<file path="config.mk">
export PLATFORM = sky130hd
export DESIGN_NAME = dss_sector_sense
export DESIGN_NICKNAME = d
export VERILOG_FILES = /design/src/core/dss_pkg.sv /design/src/core/dss_sector_sense.sv
export SDC_FILE = /design/constraint.sdc
export NUM_CORES = 1
export LEC_CHECK = 0
export BUFFER_PORTS_ARGS = -buffer_cell sky130_fd_sc_hd__buf_2
export CELL_PAD_IN_SITES_DETAIL_PLACEMENT = 1
export CELL_PAD_IN_SITES_GLOBAL_PLACEMENT = 2
export CORE_MARGIN = 1.5
export CORE_UTILIZATION = 40
export CTS_BUF_LIST = sky130_fd_sc_hd__clkbuf_8
export DETAILED_ROUTE_END_ITERATION = 8
export PLACE_DENSITY = 0.95
export REMOVE_ABC_BUFFERS = 1
export SETUP_SLACK_MARGIN = 0.2
export SYNTH_ARGS = -nofsm -noshare
export SYNTH_HDL_FRONTEND = slang
export SYNTH_SLANG_ARGS = --single-unit
</file>
<file path="constraint.sdc">
create_clock -name clk -period 16.4 [get_ports clk]
set_input_delay 0.82 -clock clk [delete_from_list [all_inputs] [get_ports clk]]
set_output_delay 0.82 -clock clk [all_outputs]
set_load 0.05 [all_outputs]
</file>
<file path="src/core/dss_pkg.sv">
// Purpose: shared constants and types for disc sector sensing
// Assumes: 40 MHz system clock, APB register access
// Notes: all offsets are byte addresses of 32-bit words
package dss_pkg;

  // clock and timing
  localparam int unsigned CLK_MHZ = 40;
  localparam int unsigned IDX_PULSE_NS = 3310;
  localparam int unsigned IDX_PULSE_CYC =
    (IDX_PULSE_NS * CLK_MHZ + 999) / 1000;
  localparam int unsigned MS_NS = 1000000;
  localparam int unsigned MS_CYC_DEF = (MS_NS / 1000) * CLK_MHZ / 1000 * 1000;

  // sector geometry
  localparam logic [2:0] REF_DIV_LAST = 3'h7;
  localparam logic [9:0] SEC_DIV_LAST = 10'h347;
  localparam logic [9:0] SEC_END_CNT = 10'h330;
  localparam logic [5:0] SEC_LAST = 6'h3f;
  localparam logic [5:0] LOOKAHEAD_SECS = 6'h02;
  localparam int unsigned SHIFT_LEN = 7;
  localparam int unsigned PATTERN_LEN = 6;
  localparam logic [5:0] INDEX_PATTERN_DEF = 6'h2d;

  // register map
  localparam logic [7:0] CTRL_OFS = 8'h00;
  localparam logic [7:0] ADDR_OFS = 8'h04;
  localparam logic [7:0] STAT_OFS = 8'h08;
  localparam int unsigned SEEK_CHECK_BIT = 3;

  // reset values and revolution counter width
  localparam logic [5:0] SEC_ADDR_RST = 6'h00;
  localparam int unsigned REV_W = 24;

  typedef struct packed {
    logic [3:0] unitNum;
    logic seekDone;
    logic writeCmd;
    logic readCmd;
  } dss_ctrl_t;

  localparam dss_ctrl_t CTRL_RST = '0;

endpackage : dss_pkg

</file>
<file path="src/core/dss_sector_sense.sv">
// Purpose: sector clock division, index detection, sector counting,
//   sector compare and look-ahead poll gating
// Assumes: sector clock, peak detect, pack clear and strap arrive
//   asynchronously; software drives read, write, seek done over APB
// Notes: one clock domain; pins pass two flip-flops before use
//
// What this block does
// divide sector clock by eight into reference, paced index detector
// delay flop catches peak detect, shifts into seven-stage register
// after six-bit index pattern seen, index pulse on next ref trailing edge
// index pulse stays asserted for 3.31 microseconds
// count sector clock transitions modulo 840, advance sector counter
// revolution is 53,760 transitions, giving 64 sectors
// index pulse clears divider and sector counter
// pack clear forces sector address register to zero
// controller supplies six-bit address, stored only when legal
// address illegal when its two upper bits are both set
// illegal address keeps register, sets seek check status bit 3
// compare stored address with present sector, clock on equality
// equality during read or write sets sector match
// sector match holds until count 816 or command withdrawn
// with look-ahead strapped, poll answered only in unit+1 ms window
// look-ahead window closes two sectors before target sector
// host missing the window waits one more revolution
// without look-ahead, poll answered as soon as seek completes
// controller notified when present sector equals addressed sector
// six-bit sector counter, divider 0..839, index clear has priority
`timescale 1ns/1ps
module dss_sector_sense
  import dss_pkg::*;
#(
  parameter logic [23:0] MS_CYC = 24'd40000,
  parameter logic [5:0] INDEX_PATTERN = INDEX_PATTERN_DEF
) (
  // clock and reset
  input wire logic clk,
  input wire logic rst_n,
  // apb slave
  input wire logic psel,
  input wire logic penable,
  input wire logic pwrite,
  input wire logic [31:0] paddr,
  input wire logic [31:0] pwdata,
  output logic [31:0] prdata,
  output logic pready,
  output logic pslverr,
  // analog front end
  input wire logic sectorClk,
  input wire logic negative_peak_detect,
  output logic refClk,
  // drive control
  input wire logic new_pack_clear_n,
  input wire logic lookahead_strap,
  output logic index_pulse_n,
  output logic sector_match,
  output logic sectorReached,
  output logic pollRespond
);

  // synchronisers: stage one only feeds stage two
  logic [3:0] syncA_q;
  logic [3:0] syncB_q;
  logic sclkPrev_q;
  always_ff @(posedge clk) begin
    if (!rst_n) begin
      syncA_q <= 4'h4;
      syncB_q <= 4'h4;
      sclkPrev_q <= 1'b0;
    end else begin
      syncA_q <= {lookahead_strap, new_pack_clear_n, negative_peak_detect,
                  sectorClk};
      syncB_q <= syncA_q;
      sclkPrev_q <= syncB_q[0];
    end
  end

  logic sclkS;
  logic peakS;
  logic packClrS_n;
  logic strapS;
  assign sclkS = syncB_q[0];
  assign peakS = syncB_q[1];
  assign packClrS_n = syncB_q[2];
  assign strapS = syncB_q[3];

  logic sclkRise;
  logic sclkEdge;
  assign sclkRise = sclkS & ~sclkPrev_q;
  assign sclkEdge = sclkS ^ sclkPrev_q;

  // divide by eight reference
  logic [2:0] refDiv_q;
  logic refPrev_q;
  always_ff @(posedge clk) begin
    if (!rst_n) begin
      refDiv_q <= 3'h0;
    end else if (sclkRise) begin
      refDiv_q <= (refDiv_q == REF_DIV_LAST) ? 3'h0 : refDiv_q + 3'h1;
    end
  end

  // trailing edge taken from the counter, a cycle ahead of refClk
  always_ff @(posedge clk) begin
    if (!rst_n) begin
      refPrev_q <= 1'b0;
    end else begin
      refPrev_q <= refDiv_q[2];
    end
  end

  always_ff @(posedge clk) begin
    if (!rst_n) begin
      refClk <= 1'b0;
    end else begin
      refClk <= refDiv_q[2];
    end
  end

  logic refTrail;
  assign refTrail = refPrev_q & ~refDiv_q[2];

  // index detector
  logic peakHold_q;
  logic [SHIFT_LEN-1:0] shift_q;
  logic idxArmed_q;
  logic idxStart;
  assign idxStart = refTrail & idxArmed_q;

  always_ff @(posedge clk) begin
    if (!rst_n) begin
      peakHold_q <= 1'b0;
      shift_q <= '0;
    end else if (refTrail) begin
      shift_q <= {shift_q[SHIFT_LEN-2:0], peakHold_q};
      peakHold_q <= peakS;
    end else if (peakS) begin
      peakHold_q <= 1'b1;
    end
  end

  // pattern seen on one trailing edge fires on the next
  always_ff @(posedge clk) begin
    if (!rst_n) begin
      idxArmed_q <= 1'b0;
    end else if (refTrail) begin
      idxArmed_q <= ({shift_q[PATTERN_LEN-2:0], peakHold_q}
                     == INDEX_PATTERN) & ~idxArmed_q;
    end
  end

  logic [7:0] idxTimer_q;
  always_ff @(posedge clk) begin
    if (!rst_n) begin
      idxTimer_q <= 8'h00;
      index_pulse_n <= 1'b1;
    end else if (idxStart) begin
      idxTimer_q <= 8'(IDX_PULSE_CYC - 1);
      index_pulse_n <= 1'b0;
    end else if (idxTimer_q != 8'h00) begin
      idxTimer_q <= idxTimer_q - 8'h01;
    end else begin
      index_pulse_n <= 1'b1;
    end
  end

  // sector counting, 840 transitions per sector, 64 per revolution
  logic [9:0] secDiv_q;
  logic [5:0] secCnt_q;
  always_ff @(posedge clk) begin
    if (!rst_n) begin
      secDiv_q <= 10'h000;
      secCnt_q <= 6'h00;
    end else if (idxStart) begin
      secDiv_q <= 10'h000;
      secCnt_q <= 6'h00;
    end else if (sclkEdge) begin
      if (secDiv_q == SEC_DIV_LAST) begin
        secDiv_q <= 10'h000;
        secCnt_q <= (secCnt_q == SEC_LAST) ? 6'h00 : secCnt_q + 6'h01;
      end else begin
        secDiv_q <= secDiv_q + 10'h001;
      end
    end
  end

  // one decode for every register word
  function automatic logic regHit(input logic [31:0] addr,
                                  input logic [7:0] ofs);
    return addr[7:0] == ofs && addr[31:8] == 24'h0;
  endfunction : regHit

  // apb access phases
  logic apbSetup;
  logic apbWrite;
  logic hitCtrl;
  logic hitAddr;
  logic hitStat;
  assign apbSetup = psel & ~penable;
  assign apbWrite = psel & penable & pready & pwrite;
  assign hitCtrl = regHit(paddr, CTRL_OFS);
  assign hitAddr = regHit(paddr, ADDR_OFS);
  assign hitStat = regHit(paddr, STAT_OFS);

  dss_ctrl_t ctrl_q;
  always_ff @(posedge clk) begin
    if (!rst_n) begin
      ctrl_q <= CTRL_RST;
    end else if (apbWrite && hitCtrl) begin
      ctrl_q <= dss_ctrl_t'(pwdata[6:0]);
    end
  end

  // sector address register with legality check
  logic [5:0] secAddr_q;
  logic seekCheck_q;
  logic addrIllegal;
  assign addrIllegal = pwdata[5] & pwdata[4];

  always_ff @(posedge clk) begin
    if (!rst_n || !packClrS_n) begin
      secAddr_q <= SEC_ADDR_RST;
    end else if (apbWrite && hitAddr && !addrIllegal) begin
      secAddr_q <= pwdata[5:0];
    end
  end

  // set wins over a software clear in the same cycle
  always_ff @(posedge clk) begin
    if (!rst_n) begin
      seekCheck_q <= 1'b0;
    end else if (apbWrite && hitAddr && addrIllegal) begin
      seekCheck_q <= 1'b1;
    end else if (apbWrite && hitStat && pwdata[SEEK_CHECK_BIT]) begin
      seekCheck_q <= 1'b0;
    end
  end

  // sector compare
  logic secEqual;
  logic secEqualPrev_q;
  logic rwActive;
  assign secEqual = secAddr_q == secCnt_q;
  assign rwActive = ctrl_q.readCmd | ctrl_q.writeCmd;

  always_ff @(posedge clk) begin
    if (!rst_n) begin
      secEqualPrev_q <= 1'b0;
    end else begin
      secEqualPrev_q <= secEqual;
    end
  end

  always_ff @(posedge clk) begin
    if (!rst_n) begin
      sector_match <= 1'b0;
    end else if (!rwActive) begin
      sector_match <= 1'b0;
    end else if (secEqual && !secEqualPrev_q) begin
      sector_match <= 1'b1;
    end else if (sclkEdge && secDiv_q == SEC_END_CNT) begin
      sector_match <= 1'b0;
    end
  end

  // notify controller on each arrival at the addressed sector
  always_ff @(posedge clk) begin
    if (!rst_n) begin
      sectorReached <= 1'b0;
    end else begin
      sectorReached <= secEqual & ~secEqualPrev_q;
    end
  end

  // look-ahead window, timed against the measured revolution
  logic [5:0] closeSec;
  logic [5:0] secPrev_q;
  logic closeEvt;
  logic [REV_W-1:0] sinceClose_q;
  logic [REV_W-1:0] revCyc_q;
  logic revValid_q;
  logic [REV_W-1:0] winLen;
  logic winOpen;
  logic [REV_W-1:0] openAt;
  assign closeSec = secAddr_q - LOOKAHEAD_SECS;
  assign closeEvt = secCnt_q == closeSec && secPrev_q != secCnt_q;
  assign winLen = REV_W'({20'h0, ctrl_q.unitNum} + 24'h1) * MS_CYC;
  // subtract from the revolution so a saturated count cannot wrap
  assign openAt = (winLen >= revCyc_q) ? '0 : revCyc_q - winLen;
  assign winOpen = revValid_q && (sinceClose_q >= openAt);

  always_ff @(posedge clk) begin
    if (!rst_n) begin
      secPrev_q <= 6'h00;
    end else begin
      secPrev_q <= secCnt_q;
    end
  end

  always_ff @(posedge clk) begin
    if (!rst_n) begin
      sinceClose_q <= '0;
      revCyc_q <= '0;
      revValid_q <= 1'b0;
    end else begin
      if (closeEvt) begin
        sinceClose_q <= '0;
        revCyc_q <= sinceClose_q;
        revValid_q <= revValid_q | (sinceClose_q != '0);
      end else if (sinceClose_q != '1) begin
        sinceClose_q <= sinceClose_q + REV_W'(1);
      end
    end
  end

  // a missed window simply reopens one revolution later
  always_ff @(posedge clk) begin
    if (!rst_n) begin
      pollRespond <= 1'b0;
    end else if (!strapS) begin
      pollRespond <= ctrl_q.seekDone;
    end else begin
      pollRespond <= ctrl_q.seekDone & winOpen & ~closeEvt;
    end
  end

  // apb answer: one access cycle, errors on unmapped words
  logic [31:0] rdMux;
  always_comb begin
    rdMux = 32'h0;
    if (hitCtrl) begin
      rdMux = {25'h0, ctrl_q};
    end else if (hitAddr) begin
      rdMux = {26'h0, secAddr_q};
    end else if (hitStat) begin
      rdMux = {6'h0, secDiv_q, 2'h0, secCnt_q, 2'h0, pollRespond,
               sector_match, seekCheck_q, ~index_pulse_n, secEqual,
               strapS};
    end
  end

  // no wait states, so masters never stall on this block
  always_ff @(posedge clk) begin
    if (!rst_n) begin
      pready <= 1'b0;
    end else begin
      pready <= apbSetup;
    end
  end

  always_ff @(posedge clk) begin
    if (!rst_n) begin
      pslverr <= 1'b0;
    end else begin
      pslverr <= apbSetup & ~(hitCtrl | hitAddr | hitStat);
    end
  end

  // read data is zero outside a read answer
  always_ff @(posedge clk) begin
    if (!rst_n) begin
      prdata <= 32'h0;
    end else if (apbSetup && !pwrite) begin
      prdata <= rdMux;
    end else begin
      prdata <= 32'h0;
    end
  end

endmodule : dss_sector_sense

</file>
==> impl_results.md <==
* Syn_area_per_cell at 8.910 um^2
* CTS tree: done
* Root Driver: sky130_fd_sc_hd__clkbuf_8
* Main synth FF type: sky130_fd_sc_hd__dfxtp_1
* Hold violation count in the final report at 0
* Largest driver fanout on the critical path at 24
* Final standard cell area without fillers at 9164 um^2
* Antenna fix cells at 0
* Antenna-violating nets left at 0
* Post-layout net count at 1,134
* Number of flops mapped to enable cells by yosys at 0
* Aggregate negative setup slack at 0 ps
* Number of buffers on the longest clock path at 2
* Cell Count Post-Placement at 1,234
* CP Data Arrival Time at 8210 ps
* Via count at 6,625
* Power Internal at 508.9 uW
* Number of rows in the core area at 52
* Residual DRC count at 0
* Signed area change from the synthesized netlist to the final layout at 11.92%
* Total of max-cap violations at 0
* Type of the most critical hold path: flop to flop
* Final setup vio count at 0
* Quantity of I/O buffers inserted on ports at 77
* Share of synthesized area occupied by flip-flops and latches at 0.3496
* Layout Skew at 21.09 ps
* Finished Core Util at 0.4543
* Fraction of final layout cells with drive strength greater than 1 at 0.1345
* Number of synthesized register bits at 143
* Initial DRC Count at 248
* Outcome: completed
* Fmax achieved at 127.7 MHz
* Post-CTS Setup Repair Bufs at 0
* Worst-path cell with the longest stage delay: sky130_fd_sc_hd__o22a_1
* DP Area at 8738 um^2
* Required time of the critical path at 16,780 ps
* Proportion of power drawn by flip-flops and latches at 0.503
* Place WS at 8649 ps
* Overall die width at 146.1 um
* Cell with the most instances on the worst path: sky130_fd_sc_hd__ha_1
* Number of global-route vias before repair at 6,899
* Number of optimization iterations in the first detailed-route pass at 4
* Switching part of the total at 0.3070
* Detailed Place HPWL at 15.18 mm
* Number of library cell types mapped by synthesis at 72
* Number of standard cells after synthesis at 919
* Gr usage total at 0.1956
* Post-synthesis cell type with the largest combined area: sky130_fd_sc_hd__dfxtp_1
* Remaining max-slew budget at the tightest pin at 0.2465
* Synth Cell Area at 8188 um^2
* Type of the worst setup path: flop to flop
* Clock Latency Late Sink at 470 ps
* Min cycle time layout at 7829 ps
* Final worst-path setup slack at 8571 ps
* Count of clock tree sinks at 143
* Slew of the pin with the lowest slew margin at 1127 ps
* Number of pins exceeding their max-slew limit in the final report at 0
* Main area contributors after synthesis: sky130_fd_sc_hd__dfxtp_1 (35%), sky130_fd_sc_hd__ha_1 (11%), sky130_fd_sc_hd__mux2i_1 (5.4%)
* Net switching power of the design at 225.5 uW
* Core region area at 20,170 um^2
* Fin cells at 1,266
* P_leak at 4.016 nW
* Part of the total power dissipated in combinational logic at 0.104
* CTS resizes at 0
* Largest net degree at the start of global routing at 72
* Leftover overflow at the end of global routing at 0
* Yosys warns at 0
* Area share of the largest cell type after synthesis at 0.3496
* Setup repair after global routing missed its margin: no
* Count of H-tree levels built during CTS at 4
* Longest individual stage delay on the worst path at 740 ps
* Vias/cell at 5.233
* Power per cell area at 80.14 nW/um^2
* Num CTS Buffers at 17
* Routed length per placed instance at 15.92 um
* Routability-driven placement congestion ratio at 0.7922
* Wire length of the first global-routing pass at 33.87 mm
* IO Pins at 112
* VDD IR max at 0.00003927 V
* Final worst-path cycle share at 0.4774
* Initial core utilization at 0.4060
* Synth async-reset ratio at 0
* Full die area at 21,340 um^2
* Die Y at 146.1 um
* Number of antenna violations at the first check in global routing at 0
* Most frequent cells after synthesis: sky130_fd_sc_hd__dfxtp_1 (143), sky130_fd_sc_hd__nor2_1 (89), sky130_fd_sc_hd__ha_1 (73), sky130_fd_sc_hd__nand2_1 (67), sky130_fd_sc_hd__nor2b_1 (49)
* Total wire length after detailed routing at 20.16 mm
* Most instantiated library cell after synthesis: sky130_fd_sc_hd__dfxtp_1
* Post-CTS clock slew at the launch and capture registers of the worst setup and hold paths at 100 ps
* Post-CTS Hold Buffers at 0
* Clock network fraction of total power at 0.393
* Sort of element at the end of the critical path: flop
* Crit path launch type: flop
layout by cell type (no fill, tap or decap), drive strengths merged, types with 4 or more instances in the layout:
cell type	n
and4	4
o211ai	5
nor4	18
dfxtp	143
and3	12
clkbuf	17
a21oi	47
conb	9
xnor2	32
nor4b	6
mux2i	44
fa	5
nand2	69
buf	79
nand3	29
xor2	39
nor3	16
o31ai	5
ha	73
a211oi	5
clkinv	9
a21boi	9
nand2b	12
nor2	90
nand3b	5
o21ai	22
o21a	4
inv	40
and2	38
nor2b	49
a21o	4
nand4	22
layout make-up:
class	instances	area, um^2
multi-input combinational	708	5010
tap	270	337.8
fill	2446	11010
clock inverter	15	191.4
timing repair buffer	79	400.4
clock buffer	17	234.0
inverter	34	127.6
sequential	143	2863
power groups by stage:
stage	logic (mW)	registers, mW	clock network, mW
2_1_floorplan	0.0532	0.375	0
3_3_place_gp	0.0728	0.376	0
3_5_place_dp	0.0773	0.377	0
4_1_cts	0.0777	0.369	0.299
5_1_grt	0.0864	0.371	0.314
6_report	0.0764	0.369	0.289
worst max-delay path: cells and delay by family (launching register included):
kind | cells | cell delay (ps)
xor+xnor | 2 | 640
simple gates | 8 | 1740
fa+ha+maj | 6 | 2390
flops | 1 | 540
compound gates | 8 | 2100
buf+inv | 3 | 340
per-stage QoR:
stage	hold slack (ps)	power [mW]
after global routing	452.9	0.7713
final	433.7	0.7344
after detailed placement	412.1	0.4540
after floorplan	379.1	0.4286
after global placement	395.2	0.4490
after CTS	434.5	0.7456
final timing paths:
path                        from  slack [ps]            end  depth (start not counted)
setup / recovery       ctrl_q[3]        8570    pollRespond                         27
hold / removal    secEqualPrev_q         430  sectorReached                          1
setup reg to reg       ctrl_q[3]        8570    pollRespond                         27
hold reg to reg   secEqualPrev_q         430  sectorReached                          1
kinds of logic after synthesis:
kind of cell / share of synthesized area
adder cells (fa/ha/maj): 0.1238
flip-flops: 0.3496
multiplexers: 0.05516
AND/OR/NAND/NOR: 0.2583
other: 0.0004580
XOR/XNOR: 0.07687
AO/OA/AOI/OAI: 0.09154
buffers and inverters: 0.04431
sequential cells by signal, indices dropped and copies added, names as in the netlist, 3 cells and up:
| register | flops |
|---|---|
| ctrl_q | 7 |
| idxTimer_q | 8 |
| prdata | 23 |
| refDiv_q | 3 |
| revCyc_q | 24 |
| secAddr_q | 6 |
| secCnt_q | 6 |
| secDiv_q | 10 |
| secPrev_q | 6 |
| shift_q | 5 |
| sinceClose_q | 24 |
| syncA_q | 4 |
| syncB_q | 4 |
metal layers:
metal	up-vias	part of all wire	GRT usage
met4	0	0.015	0.05152
met5	-	0	0
met1	3208	0.46	0.2405
met2	90	0.50	0.3502
met3	27	0.023	0.03688
li1	3300	-	-
No activity file was read; power rests on OpenSTA's default activity.
